File: config.mk
export PLATFORM = sky130hd
export DESIGN_NAME = dma_full_address_channel_control
export DESIGN_NICKNAME = d
export VERILOG_FILES = /design/src/design/dma_fa_pkg.sv /design/src/design/act_if.sv /design/src/design/dma_full_address_channel_control.sv /design/src/design/req_sync.sv
export SDC_FILE = /design/constraint.sdc
export NUM_CORES = 1
export LEC_CHECK = 0
export BUFFER_PORTS_ARGS = -buffer_cell sky130_fd_sc_hd__buf_2
export CAP_MARGIN = 10
export CORE_ASPECT_RATIO = 0.8
export CORE_UTILIZATION = 32
export CTS_BUF_LIST = sky130_fd_sc_hd__clkbuf_16
export DETAILED_ROUTE_END_ITERATION = 10
export GPL_TIMING_DRIVEN = 0
export PLACE_DENSITY = 0.56
export SKIP_LAST_GASP = 1
export SLEW_MARGIN = 20
export SYNTH_ARGS = -nofsm -noshare
export SYNTH_HDL_FRONTEND = slang
export SYNTH_HIERARCHICAL = 1
export SYNTH_SLANG_ARGS = --single-unit
File: constraint.sdc
create_clock -name clk -period 7.6 [get_ports clk]
set_input_delay 0.38 -clock clk [delete_from_list [all_inputs] [get_ports clk]]
set_output_delay 0.38 -clock clk [all_outputs]
set_load 0.03 [all_outputs]
File: src/design/dma_fa_pkg.sv
package dma_fa_pkg;
   // ---------------------------------------------------------------
   // register map (byte addresses)
   // ---------------------------------------------------------------
   localparam logic [7:0]  OFF_CTRL_A  = 8'h00;
   localparam logic [7:0]  OFF_CTRL_B  = 8'h04;
   localparam logic [7:0]  OFF_DEST    = 8'h08;
   localparam logic [7:0]  OFF_SRC     = 8'h0C;
   localparam logic [7:0]  OFF_COUNT   = 8'h10;
   localparam logic [7:0]  OFF_BLOCK   = 8'h14;
   localparam logic [7:0]  OFF_STATUS  = 8'h18;
   localparam logic [7:0]  OFF_MASK    = 8'h1C;
   localparam logic [7:0]  OFF_STATE   = 8'h20;

   // ---------------------------------------------------------------
   // reset values
   // ---------------------------------------------------------------
   localparam logic [7:0]  CTRL_RESET  = 8'h00;
   localparam logic [23:0] ADDR_RESET  = 24'h000000;
   localparam logic [15:0] COUNT_RESET = 16'h0000;
   localparam logic [7:0]  BLK_RESET   = 8'h00;
   localparam logic [1:0]  EVT_RESET   = 2'h0;

   // ---------------------------------------------------------------
   // field positions
   // ---------------------------------------------------------------
   localparam int A_TE        = 7;
   localparam int A_SIZE      = 6;
   localparam int A_SDIR      = 5;
   localparam int A_SSTEP     = 4;
   localparam int A_FULL_HI   = 2;
   localparam int A_FULL_LO   = 1;
   localparam int A_BLOCK     = 0;
   localparam int B_MTE       = 7;
   localparam int B_RSVD      = 6;
   localparam int B_DIR       = 5;
   localparam int B_STEP_EN   = 4;
   localparam int B_BLK_SIDE  = 3;
   localparam int EV_DONE     = 0;
   localparam int EV_NMI      = 1;

   // ---------------------------------------------------------------
   // activation codes and steps
   // ---------------------------------------------------------------
   localparam logic [2:0]  ACT_BURST    = 3'h0;
   localparam logic [2:0]  ACT_STEAL    = 3'h2;
   localparam logic [2:0]  ACT_EXT_FALL = 3'h6;
   localparam logic [2:0]  ACT_EXT_LOW  = 3'h7;
   localparam logic [23:0] STEP_BYTE    = 24'h000001;
   localparam logic [23:0] STEP_WORD    = 24'h000002;
   localparam logic [15:0] COUNT_ONE    = 16'h0001;
   localparam logic [7:0]  BLK_ONE      = 8'h01;

   typedef enum logic [1:0] {
      ST_IDLE = 2'b00,
      ST_REQ  = 2'b01,
      ST_XFER = 2'b10,
      ST_GAP  = 2'b11
   } eng_state_t;
endpackage

File: src/design/act_if.sv
`timescale 1ns/10ps
interface act_if;
   logic extLow;
   logic extFall;
   modport drive (output extLow, output extFall);
   modport sink  (input extLow, input extFall);
endinterface

File: src/design/dma_full_address_channel_control.sv
`timescale 1ns/10ps
module dma_full_address_channel_control
   import dma_fa_pkg::*;
(
   // clock and reset
   input  wire logic        clk,
   input  wire logic        rst,
   // apb slave
   input  wire logic [7:0]  paddr,
   input  wire logic        psel,
   input  wire logic        penable,
   input  wire logic        pwrite,
   input  wire logic [31:0] pwdata,
   output logic      [31:0] prdata,
   output logic             pready,
   output logic             pslverr,
   // system
   input  wire logic        nmi,
   input  wire logic        standby,
   // activation sources
   input  wire logic [3:0]  timerMatch,
   input  wire logic        extReqPin,
   input  wire logic        higherChannelReq,
   // system bus
   output logic             busRequest,
   input  wire logic        busGrant,
   input  wire logic        higherMasterReq,
   output logic             xferStart,
   output logic      [23:0] xferSrc,
   output logic      [23:0] xferDst,
   output logic             xferWord,
   input  wire logic        xferDone,
   // interrupt
   output logic             irq
);
   import dma_fa_pkg::*;

   logic [7:0]  ctrlA_reg, ctrlA_next, ctrlB_reg, ctrlB_next;
   logic        armed_reg, armed_next;
   logic [23:0] dest_reg, dest_next, src_reg, src_next;
   logic [23:0] destInit_reg, destInit_next, srcInit_reg, srcInit_next;
   logic [15:0] count_reg, count_next;
   logic [7:0]  blkCnt_reg, blkCnt_next, blkSize_reg, blkSize_next;
   logic [1:0]  status_reg, status_next, mask_reg, mask_next;
   eng_state_t  state_reg, state_next;
   logic        pend_reg, pend_next, busReq_reg, busReq_next;
   logic        start_reg, start_next, irq_reg, irq_next;
   logic [31:0] prdata_reg, prdata_next;
   logic        pready_reg, pready_next, pslverr_reg, pslverr_next;

   logic        apbAccess, wrEn, rdEn, mapped;
   logic        blockMode, fullMode, chanOn, autoReq, burst, edgeEv, levelReq, want;
   logic        xferEnd, blockEnd, lastXfer, pendClr;
   logic [2:0]  act;
   logic [23:0] step;
   logic [1:0]  evSet;

   act_if actBus ();

   req_sync u_sync (
      .clk       (clk),
      .rst       (rst),
      .extReqPin (extReqPin),
      .act       (actBus.drive)
   );

   // ----------------------------------------
   // decode
   // ----------------------------------------
   always_comb begin
      apbAccess = psel & penable & ~pready_reg;
      wrEn      = psel & penable & pready_reg & pwrite;
      rdEn      = psel & penable & pready_reg & ~pwrite;
      mapped    = (paddr == OFF_CTRL_A) | (paddr == OFF_CTRL_B) | (paddr == OFF_DEST) |
                  (paddr == OFF_SRC) | (paddr == OFF_COUNT) | (paddr == OFF_BLOCK) |
                  (paddr == OFF_STATUS) | (paddr == OFF_MASK) | (paddr == OFF_STATE);
      blockMode = ctrlA_reg[A_BLOCK];
      fullMode  = ctrlA_reg[A_FULL_HI] & ctrlA_reg[A_FULL_LO];
      chanOn    = fullMode & ctrlB_reg[B_MTE] & ctrlA_reg[A_TE];
      act       = ctrlB_reg[2:0];
      autoReq   = ~blockMode & ((act == ACT_BURST) | (act == ACT_STEAL));
      burst     = ~blockMode & (act == ACT_BURST);
      if (blockMode & ~act[2])
         edgeEv = chanOn & timerMatch[act[1:0]];
      else
         edgeEv = chanOn & (act == ACT_EXT_FALL) & actBus.extFall;
      levelReq  = chanOn & ~blockMode & (act == ACT_EXT_LOW) & actBus.extLow;
      // a shared internal source waits for the higher channel
      want      = chanOn & (autoReq | levelReq | pend_reg) &
                  ~(blockMode & ~act[2] & higherChannelReq);
      step      = ctrlA_reg[A_SIZE] ? STEP_WORD : STEP_BYTE;
      xferEnd   = (state_reg == ST_XFER) & xferDone;
      blockEnd  = xferEnd & blockMode & (blkCnt_reg <= BLK_ONE);
      lastXfer  = (count_reg <= COUNT_ONE) & (blockMode ? blockEnd : xferEnd);
   end

   // ----------------------------------------
   // transfer engine
   // ----------------------------------------
   always_comb begin
      state_next  = state_reg;
      busReq_next = busReq_reg;
      start_next  = 1'b0;
      pendClr     = 1'b0;
      case (state_reg)
         ST_IDLE: begin
            if (want) begin
               state_next  = ST_REQ;
               busReq_next = 1'b1;
            end
         end
         ST_REQ: begin
            // suspension keeps counts and addresses untouched
            if (!chanOn) begin
               state_next  = ST_IDLE;
               busReq_next = 1'b0;
            end else if (busGrant) begin
               state_next = ST_XFER;
               start_next = 1'b1;
            end
         end
         ST_XFER: begin
            if (xferDone) begin
               pendClr = ~blockMode | blockEnd;
               if (!lastXfer && chanOn && !higherMasterReq &&
                   (burst || (blockMode && !blockEnd))) begin
                  start_next = 1'b1;
               end else begin
                  state_next  = ST_GAP;
                  busReq_next = 1'b0;
               end
            end
         end
         ST_GAP: begin
            state_next = ST_IDLE;
         end
         default: begin
            state_next  = ST_IDLE;
            busReq_next = 1'b0;
         end
      endcase
      // an edge in the clearing cycle is kept
      pend_next = (pend_reg & ~pendClr) | edgeEv;
      if (rst | standby)
         pend_next = 1'b0;
   end

   // ----------------------------------------
   // registers and apb
   // ----------------------------------------
   always_comb begin
      ctrlA_next    = ctrlA_reg;
      ctrlB_next    = ctrlB_reg;
      armed_next    = armed_reg;
      dest_next     = dest_reg;
      src_next      = src_reg;
      destInit_next = destInit_reg;
      srcInit_next  = srcInit_reg;
      count_next    = count_reg;
      blkCnt_next   = blkCnt_reg;
      blkSize_next  = blkSize_reg;
      mask_next     = mask_reg;
      evSet         = EVT_RESET;
      if (xferEnd) begin
         if (ctrlB_reg[B_STEP_EN])
            dest_next = ctrlB_reg[B_DIR] ? dest_reg - step : dest_reg + step;
         if (ctrlA_reg[A_SSTEP])
            src_next = ctrlA_reg[A_SDIR] ? src_reg - step : src_reg + step;
         if (blockMode) begin
            blkCnt_next = blkCnt_reg - BLK_ONE;
            if (blockEnd) begin
               blkCnt_next = blkSize_reg;
               count_next  = count_reg - COUNT_ONE;
               if (ctrlB_reg[B_BLK_SIDE])
                  src_next = srcInit_reg;
               else
                  dest_next = destInit_reg;
            end
         end else begin
            count_next = count_reg - COUNT_ONE;
         end
      end
      if (wrEn) begin
         case (paddr)
            OFF_CTRL_A: ctrlA_next = pwdata[7:0];
            OFF_CTRL_B: begin
               ctrlB_next[6:0]   = pwdata[6:0];
               ctrlB_next[B_MTE] = pwdata[B_MTE] & (armed_reg | ctrlB_reg[B_MTE]);
               armed_next        = 1'b0;
            end
            OFF_DEST: begin
               dest_next     = pwdata[23:0];
               destInit_next = pwdata[23:0];
            end
            OFF_SRC: begin
               src_next     = pwdata[23:0];
               srcInit_next = pwdata[23:0];
            end
            OFF_COUNT: count_next = pwdata[15:0];
            OFF_BLOCK: begin
               blkCnt_next  = pwdata[15:8];
               blkSize_next = pwdata[7:0];
            end
            OFF_MASK: mask_next = pwdata[1:0];
            default: begin
            end
         endcase
      end
      if (rdEn && paddr == OFF_CTRL_B && !ctrlB_reg[B_MTE])
         armed_next = 1'b1;
      if (lastXfer) begin
         ctrlA_next[A_TE] = 1'b0;
         evSet[EV_DONE]   = 1'b1;
      end
      if (nmi) begin
         ctrlB_next[B_MTE] = 1'b0;
         evSet[EV_NMI]     = ctrlB_reg[B_MTE];
      end
      status_next = status_reg;
      if (wrEn && paddr == OFF_STATUS)
         status_next = status_reg & ~pwdata[1:0];
      status_next = status_next | evSet;
      if (standby) begin
         ctrlA_next = CTRL_RESET;
         ctrlB_next = CTRL_RESET;
         armed_next = 1'b0;
      end
      irq_next     = |(status_reg & mask_reg);
      pready_next  = apbAccess;
      pslverr_next = apbAccess & ~mapped;
      prdata_next  = 32'h00000000;
      if (apbAccess) begin
         case (paddr)
            OFF_CTRL_A: prdata_next = {24'h000000, ctrlA_reg};
            OFF_CTRL_B: prdata_next = {24'h000000, ctrlB_reg};
            OFF_DEST:   prdata_next = {8'h00, dest_reg};
            OFF_SRC:    prdata_next = {8'h00, src_reg};
            OFF_COUNT:  prdata_next = {16'h0000, count_reg};
            OFF_BLOCK:  prdata_next = {16'h0000, blkCnt_reg, blkSize_reg};
            OFF_STATUS: prdata_next = {30'h00000000, status_reg};
            OFF_MASK:   prdata_next = {30'h00000000, mask_reg};
            OFF_STATE:  prdata_next = {27'h0000000, state_reg, busReq_reg, pend_reg, chanOn};
            default:    prdata_next = 32'h00000000;
         endcase
      end
   end

   always_ff @(posedge clk) begin
      if (rst) begin
         ctrlA_reg    <= CTRL_RESET;
         ctrlB_reg    <= CTRL_RESET;
         armed_reg    <= 1'b0;
         dest_reg     <= ADDR_RESET;
         src_reg      <= ADDR_RESET;
         destInit_reg <= ADDR_RESET;
         srcInit_reg  <= ADDR_RESET;
         count_reg    <= COUNT_RESET;
         blkCnt_reg   <= BLK_RESET;
         blkSize_reg  <= BLK_RESET;
         status_reg   <= EVT_RESET;
         mask_reg     <= EVT_RESET;
         state_reg    <= ST_IDLE;
         pend_reg     <= 1'b0;
         busReq_reg   <= 1'b0;
         start_reg    <= 1'b0;
         irq_reg      <= 1'b0;
         prdata_reg   <= 32'h00000000;
         pready_reg   <= 1'b0;
         pslverr_reg  <= 1'b0;
      end else begin
         ctrlA_reg    <= ctrlA_next;
         ctrlB_reg    <= ctrlB_next;
         armed_reg    <= armed_next;
         dest_reg     <= dest_next;
         src_reg      <= src_next;
         destInit_reg <= destInit_next;
         srcInit_reg  <= srcInit_next;
         count_reg    <= count_next;
         blkCnt_reg   <= blkCnt_next;
         blkSize_reg  <= blkSize_next;
         status_reg   <= status_next;
         mask_reg     <= mask_next;
         state_reg    <= state_next;
         pend_reg     <= pend_next;
         busReq_reg   <= busReq_next;
         start_reg    <= start_next;
         irq_reg      <= irq_next;
         prdata_reg   <= prdata_next;
         pready_reg   <= pready_next;
         pslverr_reg  <= pslverr_next;
      end
   end

   assign prdata     = prdata_reg;
   assign pready     = pready_reg;
   assign pslverr    = pslverr_reg;
   assign busRequest = busReq_reg;
   assign xferStart  = start_reg;
   assign xferSrc    = src_reg;
   assign xferDst    = dest_reg;
   assign xferWord   = ctrlA_reg[A_SIZE];
   assign irq        = irq_reg;

   // ----------------------------------------
   // checks
   // ----------------------------------------
   AST_STANDBY_CLEAR: assert property (@(posedge clk) disable iff (rst)
      standby |=> ctrlB_reg == 8'h00)
      else $error("standby did not clear control b");
   AST_IDLE_WHEN_OFF: assert property (@(posedge clk) disable iff (rst)
      (state_reg == ST_IDLE && !chanOn) |=> state_reg == ST_IDLE && !busReq_reg)
      else $error("engine left idle while channel disabled");
   AST_NMI_CLEAR: assert property (@(posedge clk) disable iff (rst)
      nmi |=> !ctrlB_reg[B_MTE] ##1 (state_reg != ST_XFER || !start_reg))
      else $error("nmi did not clear master enable");
   AST_SUSPEND_HOLD: assert property (@(posedge clk) disable iff (rst)
      (state_reg == ST_IDLE && !chanOn && !wrEn) |=> $stable(count_reg) && $stable(dest_reg))
      else $error("suspended channel lost its progress");
   AST_ARM_NEEDED: assert property (@(posedge clk) disable iff (rst)
      (wrEn && paddr == OFF_CTRL_B && !armed_reg && !ctrlB_reg[B_MTE]) |=> !ctrlB_reg[B_MTE])
      else $error("master enable set without preceding read");
   AST_RESERVED_RW: assert property (@(posedge clk) disable iff (rst)
      (wrEn && paddr == OFF_CTRL_B && !standby) |=> ctrlB_reg[B_RSVD] == $past(pwdata[B_RSVD]))
      else $error("reserved bit not stored");
   AST_DEST_FIXED: assert property (@(posedge clk) disable iff (rst)
      (xferEnd && !blockMode && !ctrlB_reg[B_STEP_EN] && !wrEn) |=> $stable(dest_reg))
      else $error("destination moved while stepping disabled");
   AST_DEST_STEP: assert property (@(posedge clk) disable iff (rst)
      (xferEnd && !blockMode && ctrlB_reg[B_STEP_EN] && !ctrlB_reg[B_DIR] && !wrEn)
      |=> dest_reg == $past(dest_reg) + (ctrlA_reg[A_SIZE] ? 24'h000002 : 24'h000001))
      else $error("destination step size wrong");
   AST_BURST_HOLD: assert property (@(posedge clk) disable iff (rst)
      (xferEnd && burst && chanOn && !higherMasterReq && count_reg > 16'h0001)
      |=> busReq_reg && start_reg)
      else $error("burst released the bus early");
   AST_STEAL_RELEASE: assert property (@(posedge clk) disable iff (rst)
      (xferEnd && !burst && !blockMode) |=> !busReq_reg ##1 !busReq_reg)
      else $error("cycle steal kept the bus");
   AST_BLOCK_RESTORE: assert property (@(posedge clk) disable iff (rst)
      (blockEnd && !ctrlB_reg[B_BLK_SIDE] && !wrEn) |=> dest_reg == destInit_reg)
      else $error("block side address not restored");
   AST_FULL_ONLY: assert property (@(posedge clk) disable iff (rst)
      (state_reg == ST_IDLE && !fullMode) |=> !busReq_reg)
      else $error("channel requested bus outside full address mode");

   COV_BURST: cover property (@(posedge clk) disable iff (rst) xferEnd && burst ##1 start_reg);
   COV_NMI_SUSPEND: cover property (@(posedge clk) disable iff (rst)
      nmi && ctrlB_reg[B_MTE] && pend_reg);
   COV_BLOCK_END: cover property (@(posedge clk) disable iff (rst) blockEnd);
   COV_EXT_EDGE: cover property (@(posedge clk) disable iff (rst) edgeEv ##[1:20] xferEnd);
endmodule // dma_full_address_channel_control

File: src/design/req_sync.sv
`timescale 1ns/10ps
module req_sync (
   // clock and reset
   input  wire logic clk,
   input  wire logic rst,
   // pin
   input  wire logic extReqPin,
   // conditioned request
   act_if.drive      act
);
   logic s1_reg, s1_next;
   logic s2_reg, s2_next;
   logic s3_reg, s3_next;

   // ----------------------------------------
   // two-flop synchroniser, then history
   // ----------------------------------------
   always_comb begin
      s1_next = extReqPin;
      s2_next = s1_reg;
      s3_next = s2_reg;
   end

   always_ff @(posedge clk) begin
      if (rst) begin
         s1_reg <= 1'b1;
         s2_reg <= 1'b1;
         s3_reg <= 1'b1;
      end else begin
         s1_reg <= s1_next;
         s2_reg <= s2_next;
         s3_reg <= s3_next;
      end
   end

   assign act.extLow  = ~s2_reg;
   assign act.extFall = s3_reg & ~s2_reg;

   AST_FALL_SYNCED: assert property (@(posedge clk) disable iff (rst)
      act.extFall |-> $past(s2_reg) && !s2_reg)
      else $error("falling edge not from synchronised level");
endmodule // req_sync

==> flow_metrics.env <==
export IMPL_status="finished clean"
export IMPL_hold_path_class="input pin to register"
export IMPL_postSynthAreaPerCell_um2=7.92
export IMPL_routed_via_count=11618
export IMPL_power_density_nw_per_um2=152
export IMPL_starting_density_pct=32.7
export IMPL_tritoncts_clock_tree="built"
export IMPL_crit_path_start="ctrlB_reg[5]"
export IMPL_power_leakage_nw=5.07
export IMPL_drt_wirelength_mm=44.2
export IMPL_timing_critical_path_depth=11
export IMPL_wl_met1_mm=20.9
export IMPL_crit_buf_inv=1
export IMPL_final_setup_skew_ns=0.0155
export IMPL_crit_family="compound AO/OA/AOI/OAI gates"
export IMPL_std_cell_rows=60
export IMPL_place_inst=1997
export IMPL_post_place_ws_ns=3.74
export IMPL_fin_crit_sh_pct=51.0
export IMPL_clock_sink_count=184
export IMPL_crit_reg2reg_launch="ctrlB_reg[5]"
export IMPL_cell_with_the_most_instances_after_synthesis="nand2_1"
export IMPL_cts_path_max_buffers=2
export IMPL_hold_viol_final=0
export IMPL_critPathSlowestCell="dfxtp_1"
export IMPL_die_area_um2=35500
export IMPL_cts_post_setup_buffers_inserted=0
export IMPL_synth_warnings=6
export IMPL_achievable_frequency_mhz=258
export IMPL_critPathCapture="xferDst[23]"
export IMPL_routed_wire_length_per_instance_um=21.8
export IMPL_mappedNetlistArea_um2=11100
export IMPL_via_per_instance_ratio=5.73
export IMPL_post_cts_hold_buffer_count=0
export IMPL_maximum_number_of_pins_on_one_net_before_global_route_repair=29
export IMPL_setup_worst_path_end_class="register"
export IMPL_diodes=0
export IMPL_synth_top_area_cells="dfxtp_1, a21oi_1, nand2_1"
export IMPL_crit_arrival_ns=4.24
export IMPL_chipWidth_um=210
export IMPL_ir_worst_vdd_uv=149
export IMPL_regToRegSetupSlack_ns=3.72
export IMPL_delay_of_the_slowest_cell_on_the_worst_path_ns=1.02
export IMPL_crit_path_kind="register to register"
export IMPL_tightest_slew_ns=1.07
export IMPL_setup_tns_final_ns=0
export IMPL_rsz0062_at_grt="false"
export IMPL_fin_ws_ns=3.72
export IMPL_timing_max_transition_violations_final=0
export IMPL_overflow=0
export IMPL_first_global_vias=10688
export IMPL_finalPower_mw=1.96
export IMPL_synth_cell_type_count=85
export IMPL_globalRouteTotalUtil_pct=24.8
export IMPL_gpl_final_weighted_congestion=0.961
export IMPL_synth_edf_count=0
export IMPL_synthFlopType="dfxtp_1"
export IMPL_num_cts_buffers=17
export IMPL_max_cap_violations=0
export IMPL_initial_drt_pass_iterations=5
export IMPL_ioPinCount=142
export IMPL_finish_cell_count_without_fillers=2029
export IMPL_ys_seq_elements=184
export IMPL_worst_path_max_fanout=27
export IMPL_cts_h_tree_depth=4
export IMPL_utilization_of_the_core_after_routing_pct=38.0
export IMPL_hpwlAfterDp_mm=33.6
export IMPL_die_height_um=169
export IMPL_post_cts_resized_instances=0
export IMPL_finalCriticalPeriod_ns=3.88
export IMPL_area_delta_synth_final_pct=16.0
export IMPL_setup_violations=0
export IMPL_layout_nets=1662
export IMPL_cts_root_buffer="clkbuf_16"
export IMPL_drive_gt1_share_pct=13.6
export IMPL_synth_area_leader_cell="dfxtp_1"
export IMPL_synth_largest_type_area_fraction_pct=33.2
export IMPL_met3RoutedLength_mm=3.78
export IMPL_async_set_or_reset_register_ratio_after_synthesis_pct=0
export IMPL_route_met2_wl_mm=18.9
export IMPL_timing_critical_path_required_ns=7.96
export IMPL_postSynthCellCount=1403
export IMPL_cp_cell_sequence="nand2_1, inv_1, ha_1, nand2b_1, a21oi_1, o41a_1, a41o_1, a31o_2, a211oi_1, mux2i_1, a221oi_1"
export IMPL_grt_pass1_wl_mm=66.1
export IMPL_maxSlewHeadroom_pct=28.7
export IMPL_worstSetupStartpointType="register"
export IMPL_drc=0
export IMPL_detailedRoute_firstIterationViolations=1311
export IMPL_core_region_area_um2=33900
export IMPL_timing_rr_end="xferDst[23]"
export IMPL_ant_nets=0
export IMPL_cts_reportedPaths_clkPinSlew_ns=0.08
export IMPL_synth_seq_area_share_pct=33.2
export IMPL_placement_io_buffers=122
export IMPL_netlist_top_cells_count="nand2_1, dfxtp_1, a21oi_1"
export IMPL_top_layer_used="met4"
export IMPL_clk_insertion_delay_late_ns=0.46
export IMPL_number_of_antenna_violations_at_the_first_check_in_global_routing=0
export IMPL_r2r_worst_path_cells=11
worst reg2reg max path, delay by kind of cell, from the launching register on:
family | cells | cell delay, ns
adder cells (fa/ha/maj) | 1 | 0.22
AO/OA/AOI/OAI | 6 | 1.96
flip-flops | 1 | 1.02
multiplexers | 1 | 0.15
buffers and inverters | 1 | 0.10
AND/OR/NAND/NOR | 2 | 0.35
metrics by stage:
step | area [µm²] | hold WS, ns
floorplan | 11100 | 0.383
global placement | 12300 | 0.388
detailed placement | 12300 | 0.399
CTS | 12900 | 0.106
global route | 12900 | 0.118
finish | 12900 | 0.118
worst min path at each step:
stage	from	slack [ns]	depth (start not counted)	to
finish	nmi	0.12	2	ctrlB_reg[7]
global route	nmi	0.12	2	ctrlB_reg[7]
CTS	nmi	0.11	2	ctrlB_reg[7]
floorplan	u_sync/s1_reg	0.38	1	u_sync/s2_reg
detailed placement	u_sync/s1_reg	0.40	1	u_sync/s2_reg
global placement	u_sync/s1_reg	0.39	1	u_sync/s2_reg
cells in the final DEF (no fill, tap or decap), types with 17 or more instances in the layout:
| cell | synthesis | layout |
|---|---|---|
| mux2i_1 | 33 | 33 |
| buf_2 | 7 | 129 |
| xnor2_1 | 25 | 25 |
| inv_1 | 31 | 31 |
| dfxtp_1 | 184 | 183 |
| o21ai_0 | 54 | 54 |
| nor2_1 | 144 | 144 |
| a21oi_1 | 165 | 165 |
| o221ai_1 | 27 | 27 |
| clkbuf_1 | 62 | 62 |
| nor3_1 | 27 | 27 |
| nand3_1 | 32 | 32 |
| a21o_1 | 24 | 24 |
| clkbuf_16 | 0 | 17 |
| a211oi_1 | 30 | 30 |
| nand2_1 | 201 | 201 |
| xor2_1 | 18 | 18 |
| ha_1 | 53 | 53 |
| a221oi_1 | 30 | 30 |
power by group:
group	internal, mW	leakage [nW]	switching (mW)
Sequential	0.966	1.48	0.00318
Clock	0.435	0.278	0.457
Combinational	0.0273	3.31	0.0738
Total	1.43	5.07	0.534
area by class of cell:
class | instances | area, µm²
Sequential cell | 184 | 3680
Multi-Input combinational cell | 1105 | 6930
Timing Repair Buffer | 122 | 611
Buffer | 90 | 403
Clock buffer | 17 | 425
Fill cell | 3621 | 21000
Tap cell | 465 | 582
Clock inverter | 15 | 135
Inverter | 31 | 116
kinds of logic after synthesis:
family                   share of synthesized area [%]
AND/OR/NAND/NOR                                   21.4
AO/OA/AOI/OAI                                     26.3
flip-flops                                        33.2
buffers and inverters                             4.67
adder cells (fa/ha/maj)                           6.33
multiplexers                                      4.70
XOR/XNOR                                          3.39
other                                           0.0338
per-layer routing:
layer | GRT usage, % | vias up
li1 | - | 5434
met1 | 36.2 | 5672
met2 | 37.2 | 469
met3 | 5.05 | 43
met4 | 5.49 | 0
met5 | 0 | -
No activity file was read; power rests on OpenSTA's default activity.
